### src/rtl/superio_pin_mux_pkg.sv
package superio_pin_mux_pkg;

  // configuration index space locations
  localparam logic [7:0] CFG_A_INDEX = 8'h23;
  localparam logic [7:0] CFG_B_INDEX = 8'h24;

  // values after reset and writable bits (reserved bits stay zero, strap is read-only)
  localparam logic [7:0] CFG_A_RESET = 8'h00;
  localparam logic [7:0] CFG_B_RESET = 8'h00;
  localparam logic [7:0] CFG_A_WMASK = 8'hE7;
  localparam logic [7:0] CFG_B_WMASK = 8'hD0;
  localparam logic [7:0] READ_UNMAPPED = 8'h00;

  // serial/infrared pin bank: slot k is a function signal, value is the bank pin index
  // bank pins 0..9 are package pins 118,119,120,121,122,124,125,126,127,128
  localparam int unsigned SER_PIN_COUNT = 10;
  localparam logic [3:0] SER_IR_FIRST = 4'h8;
  localparam logic [9:0][3:0] SER_PIN_STD = {4'h9, 4'h8, 4'h7, 4'h6, 4'h5, 4'h4, 4'h3, 4'h2,
                                             4'h1, 4'h0};
  localparam logic [9:0][3:0] SER_PIN_LEGACY = {4'h0, 4'h2, 4'h9, 4'h8, 4'h7, 4'h6, 4'h5,
                                                4'h4, 4'h3, 4'h1};
  // slots that the serial function drives (transmit, request, terminal ready, ir transmit)
  localparam logic [9:0] SER_DIR_OUT = 10'h254;

  // port line that takes each slot when the function is not routed (8 and 9 = output-only)
  localparam logic [3:0] LINE_GPO12 = 4'h8;
  localparam logic [3:0] LINE_GPO13 = 4'h9;
  localparam logic [9:0][3:0] SLOT_LINE_STD = {4'h7, 4'h6, 4'h2, 4'h0, 4'h5, 4'h9, 4'h4,
                                               4'h8, 4'h3, 4'h1};
  localparam logic [9:0][3:0] SLOT_LINE_LEGACY = {4'h0, 4'h2, 4'h7, 4'h6, 4'h5, 4'h9, 4'h4,
                                                  4'h8, 4'h3, 4'h1};

  // port lines shared with the fan pulse pins (a, b, c) and the sensor wire pin
  localparam logic [2:0][2:0] FAN_LINE = {3'h5, 3'h4, 3'h3};
  localparam logic [2:0] SENSOR_LINE = 3'h0;

  typedef struct packed {
    logic out;
    logic oe;
  } pin_drive_t;

  typedef struct packed {
    logic fan_pulse3_route;
    logic fan_pulse2_route;
    logic fan_pulse1_route;
    logic [1:0] reserved;
    logic legacy_pinout_select;
    logic second_serial_route;
    logic infrared_route;
  } cfg_a_t;

  typedef struct packed {
    logic sensor_wire_route_n;
    logic tach_pin_enable;
    logic reserved5;
    logic pci_reset_out_b_route_n;
    logic [2:0] reserved;
    logic main_supply_strap_b;
  } cfg_b_t;

  typedef struct packed {
    logic serial_tx;
    logic request_to_send;
    logic terminal_ready;
    logic infrared_transmit;
  } ser_tx_t;

  typedef struct packed {
    logic ring_indicate;
    logic serial_rx;
    logic set_ready;
    logic clear_to_send;
    logic carrier_detect;
    logic infrared_receive;
  } ser_rx_t;

  typedef struct packed {
    cfg_a_t cfg_a;
    cfg_b_t cfg_b;
    logic [7:0] rdata;
    logic rvalid;
    logic supply_good_q;
  } state_t;

  localparam state_t STATE_RESET = '{cfg_a: cfg_a_t'(CFG_A_RESET), cfg_b: cfg_b_t'(CFG_B_RESET),
                                     rdata: 8'h00, rvalid: 1'b0, supply_good_q: 1'b0};

endpackage

### src/rtl/pin_route_cell.sv
`timescale 1ns/1ns
`default_nettype none

// one shared pin: port line when sel is low, alternate function when high
module pin_route_cell (
  // selection
  input wire logic sel,
  // the two candidate drivers
  input wire superio_pin_mux_pkg::pin_drive_t port_drive,
  input wire superio_pin_mux_pkg::pin_drive_t func_drive,
  // pad side
  output var superio_pin_mux_pkg::pin_drive_t pad_drive,
  input wire logic pad_in,
  // pad level returned to whichever owner holds the pin, zero to the other
  output logic port_in,
  output logic func_in
);

  // the idle owner sees a quiet zero so it cannot react to foreign traffic
  assign pad_drive = sel ? func_drive : port_drive;
  assign port_in = pad_in & ~sel;
  assign func_in = pad_in & sel;

endmodule // pin_route_cell

`default_nettype wire

### src/rtl/superio_pin_function_mux.sv
`timescale 1ns/1ns
`default_nettype none

module superio_pin_function_mux (
  // clock and reset
  input wire logic mclk,
  input wire logic rstn,
  // configuration index port
  input wire logic [7:0] cfg_index,
  input wire logic [7:0] cfg_wdata,
  input wire logic cfg_wr,
  input wire logic cfg_rd,
  output logic [7:0] cfg_rdata,
  output logic cfg_rvalid,
  // main supply and strap
  input wire logic main_supply_good,
  input wire logic main_supply_strap_b,
  output logic tach_pin_enable,
  // alternate functions
  input wire logic [2:0] fan_pulse_out,
  input wire superio_pin_mux_pkg::pin_drive_t sensor_wire_drive,
  output logic sensor_wire_in,
  input wire logic pci_reset_out_b,
  input wire superio_pin_mux_pkg::ser_tx_t ser_tx,
  output var superio_pin_mux_pkg::ser_rx_t ser_rx,
  // general-purpose port side
  input wire logic [7:0] port_e_out,
  input wire logic [7:0] port_e_oe,
  output logic [7:0] port_e_in,
  input wire logic gpo12,
  input wire logic gpo13,
  input wire superio_pin_mux_pkg::pin_drive_t port_e_line_12,
  output logic port_e_line_12_in,
  // pads
  output var superio_pin_mux_pkg::pin_drive_t [2:0] fan_pin,
  input wire logic [2:0] fan_pin_in,
  output var superio_pin_mux_pkg::pin_drive_t sensor_pin,
  input wire logic sensor_pin_in,
  output var superio_pin_mux_pkg::pin_drive_t pci_reset_pin,
  input wire logic pci_reset_pin_in,
  output var superio_pin_mux_pkg::pin_drive_t [9:0] ser_pin,
  input wire logic [9:0] ser_pin_in
);

  superio_pin_mux_pkg::state_t st;
  superio_pin_mux_pkg::state_t next_st;
  logic [2:0] fan_sel;
  logic [2:0] fan_port_in;
  logic sensor_port_in;
  logic [9:0] slot_func_en;
  logic [9:0][3:0] slot_pin;
  logic [9:0][3:0] slot_line;
  superio_pin_mux_pkg::pin_drive_t [9:0] slot_port;
  superio_pin_mux_pkg::pin_drive_t [9:0] slot_func;
  logic [9:0] bank_sel;
  superio_pin_mux_pkg::pin_drive_t [9:0] bank_port;
  superio_pin_mux_pkg::pin_drive_t [9:0] bank_func;
  logic [9:0] bank_port_in;
  logic [9:0] bank_func_in;
  logic [9:0] slot_port_in;
  logic [9:0] slot_func_in;
  logic [9:0] ser_fn_out;

  // register read view; reserved bits are held at zero so they read as zero
  function automatic logic [7:0] read_value(input logic [7:0] index,
                                            input superio_pin_mux_pkg::state_t s);
    logic [7:0] v;
    v = superio_pin_mux_pkg::READ_UNMAPPED;
    if (index == superio_pin_mux_pkg::CFG_A_INDEX) begin
      v = s.cfg_a;
    end else if (index == superio_pin_mux_pkg::CFG_B_INDEX) begin
      v = s.cfg_b;
    end
    return v;
  endfunction

  // register next state: writes, read capture and strap capture
  always_comb begin
    next_st = st;
    next_st.rvalid = cfg_rd;
    next_st.supply_good_q = main_supply_good;
    if (cfg_rd) begin
      next_st.rdata = read_value(cfg_index, st); // same-cycle write is seen on the next read
    end
    if (cfg_wr && cfg_index == superio_pin_mux_pkg::CFG_A_INDEX) begin
      next_st.cfg_a = (cfg_wdata & superio_pin_mux_pkg::CFG_A_WMASK) |
                      (st.cfg_a & ~superio_pin_mux_pkg::CFG_A_WMASK);
    end
    if (cfg_wr && cfg_index == superio_pin_mux_pkg::CFG_B_INDEX) begin
      next_st.cfg_b = (cfg_wdata & superio_pin_mux_pkg::CFG_B_WMASK) |
                      (st.cfg_b & ~superio_pin_mux_pkg::CFG_B_WMASK);
    end
    // strap is caught on each rising edge of main supply good
    if (main_supply_good && !st.supply_good_q) begin
      next_st.cfg_b.main_supply_strap_b = main_supply_strap_b;
    end
  end

  always_ff @(posedge mclk) begin
    if (!rstn) begin
      st <= superio_pin_mux_pkg::STATE_RESET;
    end else begin
      st <= next_st;
    end
  end

  assign cfg_rdata = st.rdata;
  assign cfg_rvalid = st.rvalid;
  assign tach_pin_enable = st.cfg_b.tach_pin_enable;

  // fan pulse pins, index 0..2 = a..c
  assign fan_sel = {st.cfg_a.fan_pulse3_route, st.cfg_a.fan_pulse2_route,
                    st.cfg_a.fan_pulse1_route};

  for (genvar f = 0; f < 3; f++) begin : g_fan
    pin_route_cell u_fan (
      .sel(fan_sel[f]),
      .port_drive({port_e_out[superio_pin_mux_pkg::FAN_LINE[f]],
                   port_e_oe[superio_pin_mux_pkg::FAN_LINE[f]]}),
      .func_drive({fan_pulse_out[f], 1'b1}),
      .pad_drive(fan_pin[f]),
      .pad_in(fan_pin_in[f]),
      .port_in(fan_port_in[f]),
      .func_in()
    );
  end

  // sensor wire pin; the route bit is active low for the function
  pin_route_cell u_sensor (
    .sel(~st.cfg_b.sensor_wire_route_n),
    .port_drive({port_e_out[superio_pin_mux_pkg::SENSOR_LINE],
                 port_e_oe[superio_pin_mux_pkg::SENSOR_LINE]}),
    .func_drive(sensor_wire_drive),
    .pad_drive(sensor_pin),
    .pad_in(sensor_pin_in),
    .port_in(sensor_port_in),
    .func_in(sensor_wire_in)
  );

  // second pci reset pin; the port line's own default must suit the board
  pin_route_cell u_pci (
    .sel(~st.cfg_b.pci_reset_out_b_route_n),
    .port_drive(port_e_line_12),
    .func_drive({pci_reset_out_b, 1'b1}),
    .pad_drive(pci_reset_pin),
    .pad_in(pci_reset_pin_in),
    .port_in(port_e_line_12_in),
    .func_in()
  );

  // serial bank: per slot, pick pin, port line and owner, then scatter onto pins
  assign ser_fn_out = {ser_tx.infrared_transmit, 1'b0, 1'b0, ser_tx.terminal_ready, 1'b0,
                       ser_tx.request_to_send, 1'b0, ser_tx.serial_tx, 1'b0, 1'b0};

  always_comb begin
    slot_pin = st.cfg_a.legacy_pinout_select ? superio_pin_mux_pkg::SER_PIN_LEGACY :
                                               superio_pin_mux_pkg::SER_PIN_STD;
    slot_line = st.cfg_a.legacy_pinout_select ? superio_pin_mux_pkg::SLOT_LINE_LEGACY :
                                                superio_pin_mux_pkg::SLOT_LINE_STD;
    bank_sel = '0;
    bank_port = '0;
    bank_func = '0;
    for (int s = 0; s < superio_pin_mux_pkg::SER_PIN_COUNT; s++) begin
      slot_func_en[s] = (4'(s) >= superio_pin_mux_pkg::SER_IR_FIRST) ?
                        st.cfg_a.infrared_route : st.cfg_a.second_serial_route;
      slot_func[s] = {ser_fn_out[s], superio_pin_mux_pkg::SER_DIR_OUT[s]};
      if (slot_line[s] == superio_pin_mux_pkg::LINE_GPO12) begin
        slot_port[s] = {gpo12, 1'b1};
      end else if (slot_line[s] == superio_pin_mux_pkg::LINE_GPO13) begin
        slot_port[s] = {gpo13, 1'b1};
      end else begin
        slot_port[s] = {port_e_out[slot_line[s][2:0]], port_e_oe[slot_line[s][2:0]]};
      end
      for (int p = 0; p < superio_pin_mux_pkg::SER_PIN_COUNT; p++) begin
        if (slot_pin[s] == 4'(p)) begin
          bank_sel[p] = slot_func_en[s];
          bank_port[p] = slot_port[s];
          bank_func[p] = slot_func[s];
        end
      end
    end
  end

  for (genvar p = 0; p < superio_pin_mux_pkg::SER_PIN_COUNT; p++) begin : g_bank
    pin_route_cell u_bank (
      .sel(bank_sel[p]),
      .port_drive(bank_port[p]),
      .func_drive(bank_func[p]),
      .pad_drive(ser_pin[p]),
      .pad_in(ser_pin_in[p]),
      .port_in(bank_port_in[p]),
      .func_in(bank_func_in[p])
    );
  end

  // gather pad levels back per slot and per port line; a line on two pins reads as their OR
  always_comb begin
    port_e_in = {2'b00, fan_port_in, 2'b00, sensor_port_in};
    for (int s = 0; s < superio_pin_mux_pkg::SER_PIN_COUNT; s++) begin
      slot_port_in[s] = bank_port_in[slot_pin[s]];
      slot_func_in[s] = bank_func_in[slot_pin[s]];
      if (slot_line[s] < superio_pin_mux_pkg::LINE_GPO12) begin
        port_e_in[slot_line[s][2:0]] = port_e_in[slot_line[s][2:0]] | slot_port_in[s];
      end
    end
    ser_rx = {slot_func_in[0], slot_func_in[1], slot_func_in[3], slot_func_in[5],
              slot_func_in[7], slot_func_in[8]};
  end
endmodule // superio_pin_function_mux

`default_nettype wire

### config.mk
export PLATFORM = sky130hd
export DESIGN_NAME = superio_pin_function_mux
export DESIGN_NICKNAME = d
export VERILOG_FILES = /design/src/rtl/superio_pin_mux_pkg.sv /design/src/rtl/pin_route_cell.sv /design/src/rtl/superio_pin_function_mux.sv
export SDC_FILE = /design/constraint.sdc
export NUM_CORES = 1
export LEC_CHECK = 0
export ABC_CLOCK_PERIOD_IN_PS = 2600
export BUFFER_PORTS_ARGS = -buffer_cell sky130_fd_sc_hd__buf_2
export CAP_MARGIN = 20
export CORE_UTILIZATION = 42
export CTS_CLUSTER_SIZE = 12
export DETAILED_ROUTE_END_ITERATION = 7
export GPL_ROUTABILITY_DRIVEN = 0
export MAX_ROUTING_LAYER = met4
export PLACE_DENSITY = 0.86
export SYNTH_ARGS = -nofsm -noshare
export SYNTH_HDL_FRONTEND = slang
export SYNTH_SLANG_ARGS = --single-unit
### constraint.sdc
create_clock -name mclk -period 2.6 [get_ports mclk]
set_input_delay 0.39 -clock mclk [delete_from_list [all_inputs] [get_ports mclk]]
set_output_delay 0.39 -clock mclk [all_outputs]
set_load 0.02 [all_outputs]
==> results.cfg, run 1 <==
[yosys]
yosys.area.top_type = dfxtp_1
ys_async_sr_fraction_pct = 0
synth_top_cell_area_share_pct = 25.2
synth-warning-count = 0
synthFlopType = dfxtp_1
synth-edff-count = 0
ys_ff_latch = 19
postSynthAreaPerCell_um2 = 8.43
ys_types = 32
synth_cells = 179
synth_most_common_cell = mux2i_1
yosys-top-cells-count = mux2i_1 (27), nand2_1 (22), dfxtp_1 (19), buf_4 (12), nor2_1 (12)
synth_area_leaders = dfxtp_1 (25%), mux2i_1 (18%), buf_4 (6.0%)
synth.yosys.seq_area_share_pct = 25.2
syn_area_um2 = 1510
syn_nets = 246

[final_layout]
area_delta_synth_final_pct = 37.3
utilization_pct = 61.1
stdcell_count = 329
postLayoutCellArea_um2 = 2070
layout.nets = 351
diodes = 0
drive_gt1_share_pct = 49.1

[sta]
fmax_ghz = 0.479
finalCriticalPeriod_ns = 2.09
skew_ns = 0.00349
holdWs_ns = 0.307
slew_viol_final = 0
rsz0062_at_grt = false
hold_violations = 0
setup_ws_ns = 0.514
setup_viol = 0
fin_setup_tns_ns = 0
final.period_utilization_pct = 80.2

[power]
p_seq_share_pct = 46.8
irDropWorstVdd_mv = 0.288
p_clk_share_pct = 23.4
combPwrFrac_pct = 29.7
p_sw_mw = 0.193
p_per_area_nw_per_um2 = 304
p_int_mw = 0.437
power_leakage_nw = 1.01
switching_share_pct = 30.6
total_power_mw = 0.630

[floorplanning]
io_pins = 123
core_area_um2 = 3390
chipWidth_um = 61.9
initial_core_util_pct = 44.5
die_area_um2 = 3840
rows = 21
dieHeight_um = 61.9

[routing]
first_pass_iters = 4
wl_um = 4090
drtIter0Drc = 55
viasPerCell = 5.02
route.detailed.drc = 0
via_count = 1651
final_antenna_net_count = 0
wl_per_cell_um = 12.4

[cts]
worstSkewPairLatency_ns = 0.29
clk_pin_slew_ns = 0.11
cts_tree = built
htree_levels = 1
postCtsResizedCells = 0
clockBufferDepth = 2
cts_setup_buffers = 0
hold_buffers = 0
cts_made_buffers = 3
cts_root_buffer = clkbuf_4
clock_sinks = 19

[worst_setup_path]
critPathRequiredTime_ns = 2.21
crit_path_start_kind = flip-flop
crit_path_end_kind = output port
cp_max_fo = 13
criticalPathCategory = reg -> out
cp.arrival_ns = 1.70

[grt]
grt_pass1_wl_um = 5590
grt_max_degree = 28
antenna_found_initial = 0
grt_usage_pct = 20.5
grt_pass1_vias = 1283
gr-total-overflow = 0

[worst_hold_path]
worstHoldPathType = in -> reg

[placed_design]
placedCellCount = 325
io_buffers = 118
detailedPlace.worstSlack_ns = 0.841
dp.final_hpwl_um = 3350
dpl_cell_area_um2 = 2050

[status]
status = finished clean

[flow_run]
cap_violations = 0
-- logic make-up (layout without fill, tap and decap cells) --
family / Yosys count / in the layout / share of synthesized area (%)
AO/OA/AOI/OAI: 25 / 25 / 12.4
buffers and inverters: 29 / 133 / 10.9
flip-flops: 19 / 19 / 25.2
AND/OR/NAND/NOR: 67 / 67 / 24.1
multiplexers: 37 / 37 / 26.9
other: 2 / 2 / 0.498
-- power groups by stage --
stage / Clock [mW] / Sequential (mW) / Combinational [mW]
6_report: 0.148 / 0.295 / 0.187
5_1_grt: 0.167 / 0.295 / 0.205
4_1_cts: 0.152 / 0.295 / 0.188
3_5_place_dp: 0 / 0.302 / 0.188
3_3_place_gp: 0 / 0.302 / 0.183
2_1_floorplan: 0 / 0.302 / 0.0975
-- area by class of cell --
cell class / count / area (µm²)
timing repair buffer: 121 / 613
sequential: 19 / 380
multi-input combinational: 131 / 965
clock buffer: 4 / 26.3
tap: 46 / 57.6
fill: 322 / 1320
inverter: 8 / 30.0
-- routing by layer --
| layer | vias to the layer above | GRT usage (%) | wire [µm] |
|---|---|---|---|
| met1 | 736 | 21.1 | 1610 |
| li1 | 831 | - | - |
| met5 | - | - | 0 |
| met2 | 82 | 39.7 | 2130 |
| met4 | 0 | 2.86 | 12 |
| met3 | 2 | 4.76 | 334 |
-- state kept, by name, summed over array words and instances, names as in the netlist --
signal           flops
cfg_rdata            7
slot_func_en         2
fan_sel              3
cfg_rvalid           1
st                   5
tach_pin_enable      1
-- cells in the final DEF (no fill, tap or decap), drive strengths merged, types with 5 or more instances in the layout --
cell,n
buf,121
mux2i,27
nand2,22
dfxtp,19
nor2,12
nor2b,11
mux2,8
inv,8
o21ai,6
a32o,6
o22ai,5
and2,5
-- final timing paths --
check | from | end | slack, ns | depth (start not counted)
max | st[20] | port_e_in[0] | 0.51 | 5
min | main_supply_good | st[0] | 0.31 | 2
max reg2reg | st[20] | cfg_rdata[2] | 1.46 | 3
min reg2reg | cfg_rdata[2] | cfg_rdata[2] | 0.48 | 2
-- critical path, cell delays in order (launching register included) --
cell and delay (ns):
dfxtp_1 0.55, buf_4 0.30, nor2_1 0.10, a222oi_1 0.23, inv_1 0.07, buf_2 0.16
No activity file was read; power rests on OpenSTA's default activity.
==> run 2, diff against run 1 <==
--- a/config.mk
+++ b/config.mk
@@ -5,15 +5,16 @@
 export SDC_FILE = /design/constraint.sdc
 export NUM_CORES = 1
 export LEC_CHECK = 0
-export ABC_CLOCK_PERIOD_IN_PS = 2600
+export ABC_AREA = 1
+export ABC_CLOCK_PERIOD_IN_PS = 1950
 export BUFFER_PORTS_ARGS = -buffer_cell sky130_fd_sc_hd__buf_2
 export CAP_MARGIN = 20
-export CORE_UTILIZATION = 42
+export CORE_UTILIZATION = 40
 export CTS_CLUSTER_SIZE = 12
 export DETAILED_ROUTE_END_ITERATION = 7
 export GPL_ROUTABILITY_DRIVEN = 0
 export MAX_ROUTING_LAYER = met4
-export PLACE_DENSITY = 0.86
+export PLACE_DENSITY = 0.82
 export SYNTH_ARGS = -nofsm -noshare
 export SYNTH_HDL_FRONTEND = slang
 export SYNTH_SLANG_ARGS = --single-unit
==> constraint.sdc (replaced) <==
create_clock -name mclk -period 1.95 [get_ports mclk]
set_input_delay 0.2925 -clock mclk [delete_from_list [all_inputs] [get_ports mclk]]
set_output_delay 0.2925 -clock mclk [all_outputs]
set_load 0.02 [all_outputs]
==> run 2 against run 1 <==
  * Synthesized area grew 2.3%
  * First-iteration DRC count grew 89%
  * Hold slack lost 0.064 ns
  * Critical path type unchanged
  * Critical endpoint is now ser_pin[9]
  * Highest routed layer unchanged
==> results.cfg, run 2 <==
[worst_setup_path]
cp.arrival_ns = 1.55
setup.worst_path.end = ser_pin[9]
cpPeakStageDelay_ns = 0.34
criticalPathCategory = reg -> out
crit_path_cell_trace = buf_4 -> nand2_1 -> o221ai_1 -> buf_2
rr_worst_depth = 4
slowest_stage = dfxtp_1
crit_path_end_kind = output port
crit_path_start_kind = flip-flop
timing.rr.end = slot_func_en[8]
cp-startpoint = st[20]
r2r_slack_ns = 1.07
cp_max_fo = 13
r2r_start = slot_func_en[8]
critPathRequiredTime_ns = 1.66

[routing]
final_antenna_net_count = 0
first_pass_iters = 4
wl_um = 4600
route.detailed.drc = 0
drtIter0Drc = 104
wl_per_cell_um = 11.2
viasPerCell = 4.81
via_count = 1975

[cts]
htree_levels = 1
clock_sinks = 19
cts_tree = built
worstSkewPairLatency_ns = 0.26
hold_buffers = 0
postCtsResizedCells = 0
cts_setup_buffers = 0
cts_root_buffer = clkbuf_8
clockBufferDepth = 2
clk_pin_slew_ns = 0.07
cts_made_buffers = 3

[final_layout]
diodes = 0
fillers = 380
layout.nets = 431
largest_reg_flops = 7
utilization_pct = 57.6
drive_gt1_share_pct = 39.1
postLayoutCellArea_um2 = 2130
area_delta_synth_final_pct = 37.7
mostFrequentLayoutCells = buf_2 (118), nand2_1 (65), inv_1 (47), nor2_1 (31), dfxtp_1 (18)
final_common_cell = buf_2

[yosys]
syn_area_um2 = 1540
ys_async_sr_fraction_pct = 0
syn_nets = 323
synth_area_leaders = dfxtp_1 (25%), nand2_1 (16%), inv_1 (11%)
synth-warning-count = 0
ys_types = 29
postSynthAreaPerCell_um2 = 6.03
ys_ff_latch = 19
synth_cells = 256
yosys-top-cells-count = nand2_1 (65), inv_1 (47), nor2_1 (31), dfxtp_1 (19), o22ai_1 (15)
synth-edff-count = 0
synthFlopType = dfxtp_1
synth_top_cell_area_share_pct = 24.6
synth_most_common_cell = nand2_1
yosys.area.top_type = dfxtp_1
synth.yosys.seq_area_share_pct = 24.6

[power]
switching_share_pct = 31.8
irDropWorstVdd_mv = 0.304
p_sw_mw = 0.304
combPwrFrac_pct = 29.3
p_seq_share_pct = 42.0
p_clk_share_pct = 28.7
p_int_mw = 0.652
power_leakage_nw = 1.30
p_per_area_nw_per_um2 = 450

[sta]
fin_setup_tns_ns = 0
rsz0062_at_grt = false
hold_violations = 0
fmax_ghz = 0.544
slew_viol_final = 0
final.period_utilization_pct = 94.3
finalCriticalPeriod_ns = 1.84
skew_ns = 0.00251
setup_viol = 0

[worst_hold_path]
worstHoldPathType = in -> reg

[placed_design]
io_buffers = 118
dp.final_hpwl_um = 3760
dpl_cell_area_um2 = 2070

[floorplanning]
core_area_um2 = 3690
dieHeight_um = 64.1
io_pins = 123
chipWidth_um = 64.1
initial_core_util_pct = 41.9
rows = 22
die_area_um2 = 4110

[flow_run]
cap_violations = 0

[grt]
gr-total-overflow = 0
grt_usage_pct = 23.2
grt_pass1_vias = 1708
grt_pass1_wl_um = 7420
grt_max_degree = 17
antenna_found_initial = 0

[status]
status = finished clean
==> run 2: changes by cell type after synthesis, moves of 8 or more <==
cell | before | now
o22ai_1 | 5 | 15
nand2_1 | 22 | 65
nor2b_1 | 11 | 0
a21oi_1 | 0 | 8
mux2i_1 | 27 | 0
inv_1 | 8 | 47
mux2_2 | 8 | 0
nand3_1 | 1 | 14
nor2_1 | 12 | 31
==> run 2: kinds of logic (layout without fill, tap and decap cells) <==
| logic type | Yosys count | count (layout) | synth area share, % |
|---|---|---|---|
| flip-flops | 19 | 19 | 24.6 |
| other | 2 | 2 | 0.486 |
| AO/OA/AOI/OAI | 44 | 44 | 17.5 |
| AND/OR/NAND/NOR | 124 | 124 | 36.5 |
| buffers and inverters | 67 | 174 | 20.9 |
==> run 2: power groups by stage <==
stage / sequential (mW) / combinational [mW] / clock (mW)
CTS: 0.402 / 0.281 / 0.283
finish: 0.402 / 0.280 / 0.275
global route: 0.403 / 0.305 / 0.301
global placement: 0.410 / 0.277 / 0
detailed placement: 0.411 / 0.280 / 0
floorplan: 0.411 / 0.163 / 0
==> run 2: layout make-up <==
cell class              instances  area (µm²)  share of cell area [%]
clock buffers                   3        41.3                    1.94
clock inverters                 1        7.51                   0.353
inverters                      51         191                    9.01
multi-input cells             170         846                    39.8
flip-flops and latches         19         382                    18.0
well taps                      48        60.1                    2.83
repair buffers                119         598                    28.1
==> run 2: stage by stage <==
step,instances,setup WS (ns),hold WS [ns],power [mW]
2_1_floorplan,256,0.397,0.386,0.574
3_3_place_gp,407,0.368,0.448,0.687
3_5_place_dp,407,0.366,0.460,0.691
5_1_grt,411,0.00148,0.262,1.01
6_report,411,0.112,0.243,0.957
4_1_cts,411,0.0869,0.241,0.966
==> run 2: routing by layer <==
metal  wire length, µm  global-route usage (%)
met5                 0                       -
met4                66                    7.22
met3               353                    4.46
met2              2190                    38.4
met1              1990                    28.4
==> run 2: worst max-delay path: cells and delay by family, from the launching register on <==
family	cells	cell delay, ns
AND/OR/NAND/NOR	1	0.28
buffers and inverters	2	0.38
AO/OA/AOI/OAI	1	0.28
flip-flops	1	0.34
==> run 2: worst min path at each step <==
| stage | slack, ns | end | cells after the start | start |
|---|---|---|---|---|
| 6_report | 0.24 | st[0] | 3 | main_supply_good |
| 5_1_grt | 0.26 | st[20] | 3 | cfg_wdata[2] |
| 4_1_cts | 0.24 | st[0] | 3 | main_supply_good |
| 3_5_place_dp | 0.46 | st[10] | 2 | st[10] |
| 3_3_place_gp | 0.45 | st[10] | 2 | st[10] |
| 2_1_floorplan | 0.39 | st[0] | 2 | main_supply_good |
==> run 3, diff against run 2 <==
--- a/config.mk
+++ b/config.mk
@@ -9,12 +9,13 @@
 export ABC_CLOCK_PERIOD_IN_PS = 1950
 export BUFFER_PORTS_ARGS = -buffer_cell sky130_fd_sc_hd__buf_2
 export CAP_MARGIN = 20
+export CORE_MARGIN = 4
 export CORE_UTILIZATION = 40
 export CTS_CLUSTER_SIZE = 12
 export DETAILED_ROUTE_END_ITERATION = 7
 export GPL_ROUTABILITY_DRIVEN = 0
 export MAX_ROUTING_LAYER = met4
-export PLACE_DENSITY = 0.82
+export PLACE_DENSITY = 0.9
 export SYNTH_ARGS = -nofsm -noshare
 export SYNTH_HDL_FRONTEND = slang
 export SYNTH_SLANG_ARGS = --single-unit
==> run 3 against run 2 <==
  * Fmax grew 1.9%
  * Setup slack improved by 0.034 ns
  * First-iteration DRC count grew 31%
  * Flip-flop and latch count did not move
  * Largest cell class unchanged
  * Highest routed layer unchanged
  * Non-clock buffer count increased by 1
  * Critical path type unchanged
  * Die area rose by 20%
==> results.cfg, run 3 (synthesized netlist as in run 2, its figures left out) <==
[floorplanning]
initial_core_util_pct = 41.9
core_area_um2 = 3690
rows = 22
dieHeight_um = 70.1
io_pins = 123
die_area_um2 = 4920
chipWidth_um = 70.1

[grt]
grt_max_degree = 17
grt_usage_pct = 20.6
antenna_found_initial = 0
grt_pass1_vias = 1839
grt_pass1_wl_um = 8200
gr-total-overflow = 0

[final_layout]
final_common_cell = buf_2
multiInputGateArea_um2 = 848
fillers = 372
area_delta_synth_final_pct = 38.0
largest_reg_flops = 7
diodes = 0
utilization_pct = 57.8
regArea_um2 = 380
mostFrequentLayoutCells = buf_2 (118), nand2_1 (64), inv_1 (47), nor2_1 (31), dfxtp_1 (19)
drive_gt1_share_pct = 39.0
layout.nets = 432

[sta]
slew_viol_final = 0
fin_setup_tns_ns = 0
setup_viol = 0
hold_violations = 0
skew_ns = 0.00114
finalCriticalPeriod_ns = 1.80
final.period_utilization_pct = 92.6
fmax_ghz = 0.554
rsz0062_at_grt = false

[power]
p_per_area_nw_per_um2 = 448
power_leakage_nw = 1.31
irDropWorstVdd_mv = 0.219

[worst_setup_path]
cp_max_fo = 16
r2r_slack_ns = 1.13
cp.arrival_ns = 1.51
timing.rr.end = st[20]
crit_path_start_kind = flip-flop
cp-startpoint = st[20]
r2r_start = st[20]
criticalPathCategory = reg -> out
critPathRequiredTime_ns = 1.66
rr_worst_depth = 4
crit_path_cell_trace = inv_2 -> nand2_4 -> inv_1 -> nand2_1 -> o211ai_1 -> buf_2
cpPeakStageDelay_ns = 0.32
slowest_stage = dfxtp_1
crit_path_end_kind = output port

[cts]
clk_pin_slew_ns = 0.07
cts_made_buffers = 3
cts_root_buffer = clkbuf_8
cts_setup_buffers = 0
worstSkewPairLatency_ns = 0.25
clockBufferDepth = 2
clock_sinks = 19
htree_levels = 1
cts_tree = built

[routing]
wl_um = 5070
via_count = 1979
wl_per_cell_um = 12.3
drtIter0Drc = 136
first_pass_iters = 4
route.detailed.drc = 0
viasPerCell = 4.80
final_antenna_net_count = 0

[flow_run]
cap_violations = 0

[worst_hold_path]
worst_hold_path.num_cells = 3
worstHoldStart = main_supply_good
worstHoldPathType = in -> reg
min_to = st[0]

[placed_design]
dp.final_hpwl_um = 4190
io_buffers = 118

[status]
status = finished clean
run 3: report_power, final:
| group | switching (mW) | internal [mW] |
|---|---|---|
| Clock | 0.125 | 0.145 |
| Combinational | 0.171 | 0.111 |
| Sequential | 0.00417 | 0.398 |
| Total | 0.300 | 0.654 |
run 3: cell type report:
class                      count  share of cell area (%)
clock buffer                   4                    2.11
inverter                      51                    8.98
multi-input combinational    170                    39.8
sequential                    19                    17.9
tap                           48                    2.82
timing repair buffer         120                    28.4
run 3: worst max path at each step:
stage	endpoint	slack, ns
5_1_grt	ser_pin[9]	0.06
2_1_floorplan	ser_pin[19]	0.40
6_report	port_e_in[0]	0.15
4_1_cts	port_e_in[0]	0.06
3_3_place_gp	port_e_in[0]	0.37
3_5_place_dp	port_e_in[0]	0.34
run 3: stage by stage:
step	worst slack (ns)	area, µm²	cells	hold slack [ns]	power (mW)
detailed placement	0.342	2080	408	0.464	0.692
finish	0.145	2130	412	0.246	0.954
CTS	0.0588	2120	412	0.244	0.963
global placement	0.373	2080	408	0.450	0.688
global route	0.0643	2130	412	0.266	1.01
floorplan	0.397	1540	256	0.386	0.574
run 3: per-layer routing:
metal | vias up | global-route usage, % | part of all wire [%]
met4 | 0 | 7.87 | 2.3
met1 | 869 | 25.4 | 41
met2 | 89 | 33.5 | 50
met5 | - | - | 0
li1 | 1007 | - | -
met3 | 14 | 3.60 | 6.6
run 3: worst max-delay path: cells and delay by family (launching register included):
family,cells,cell delay [ns]
AO/OA/AOI/OAI,1,0.10
buffers and inverters,3,0.60
flip-flops,1,0.32
AND/OR/NAND/NOR,2,0.24
run 3: what timing repair did:
action / CTS / global route
hold buffers: 0 / 0
resized for setup: 0 / 2
setup endpoints to repair: 0 / 6
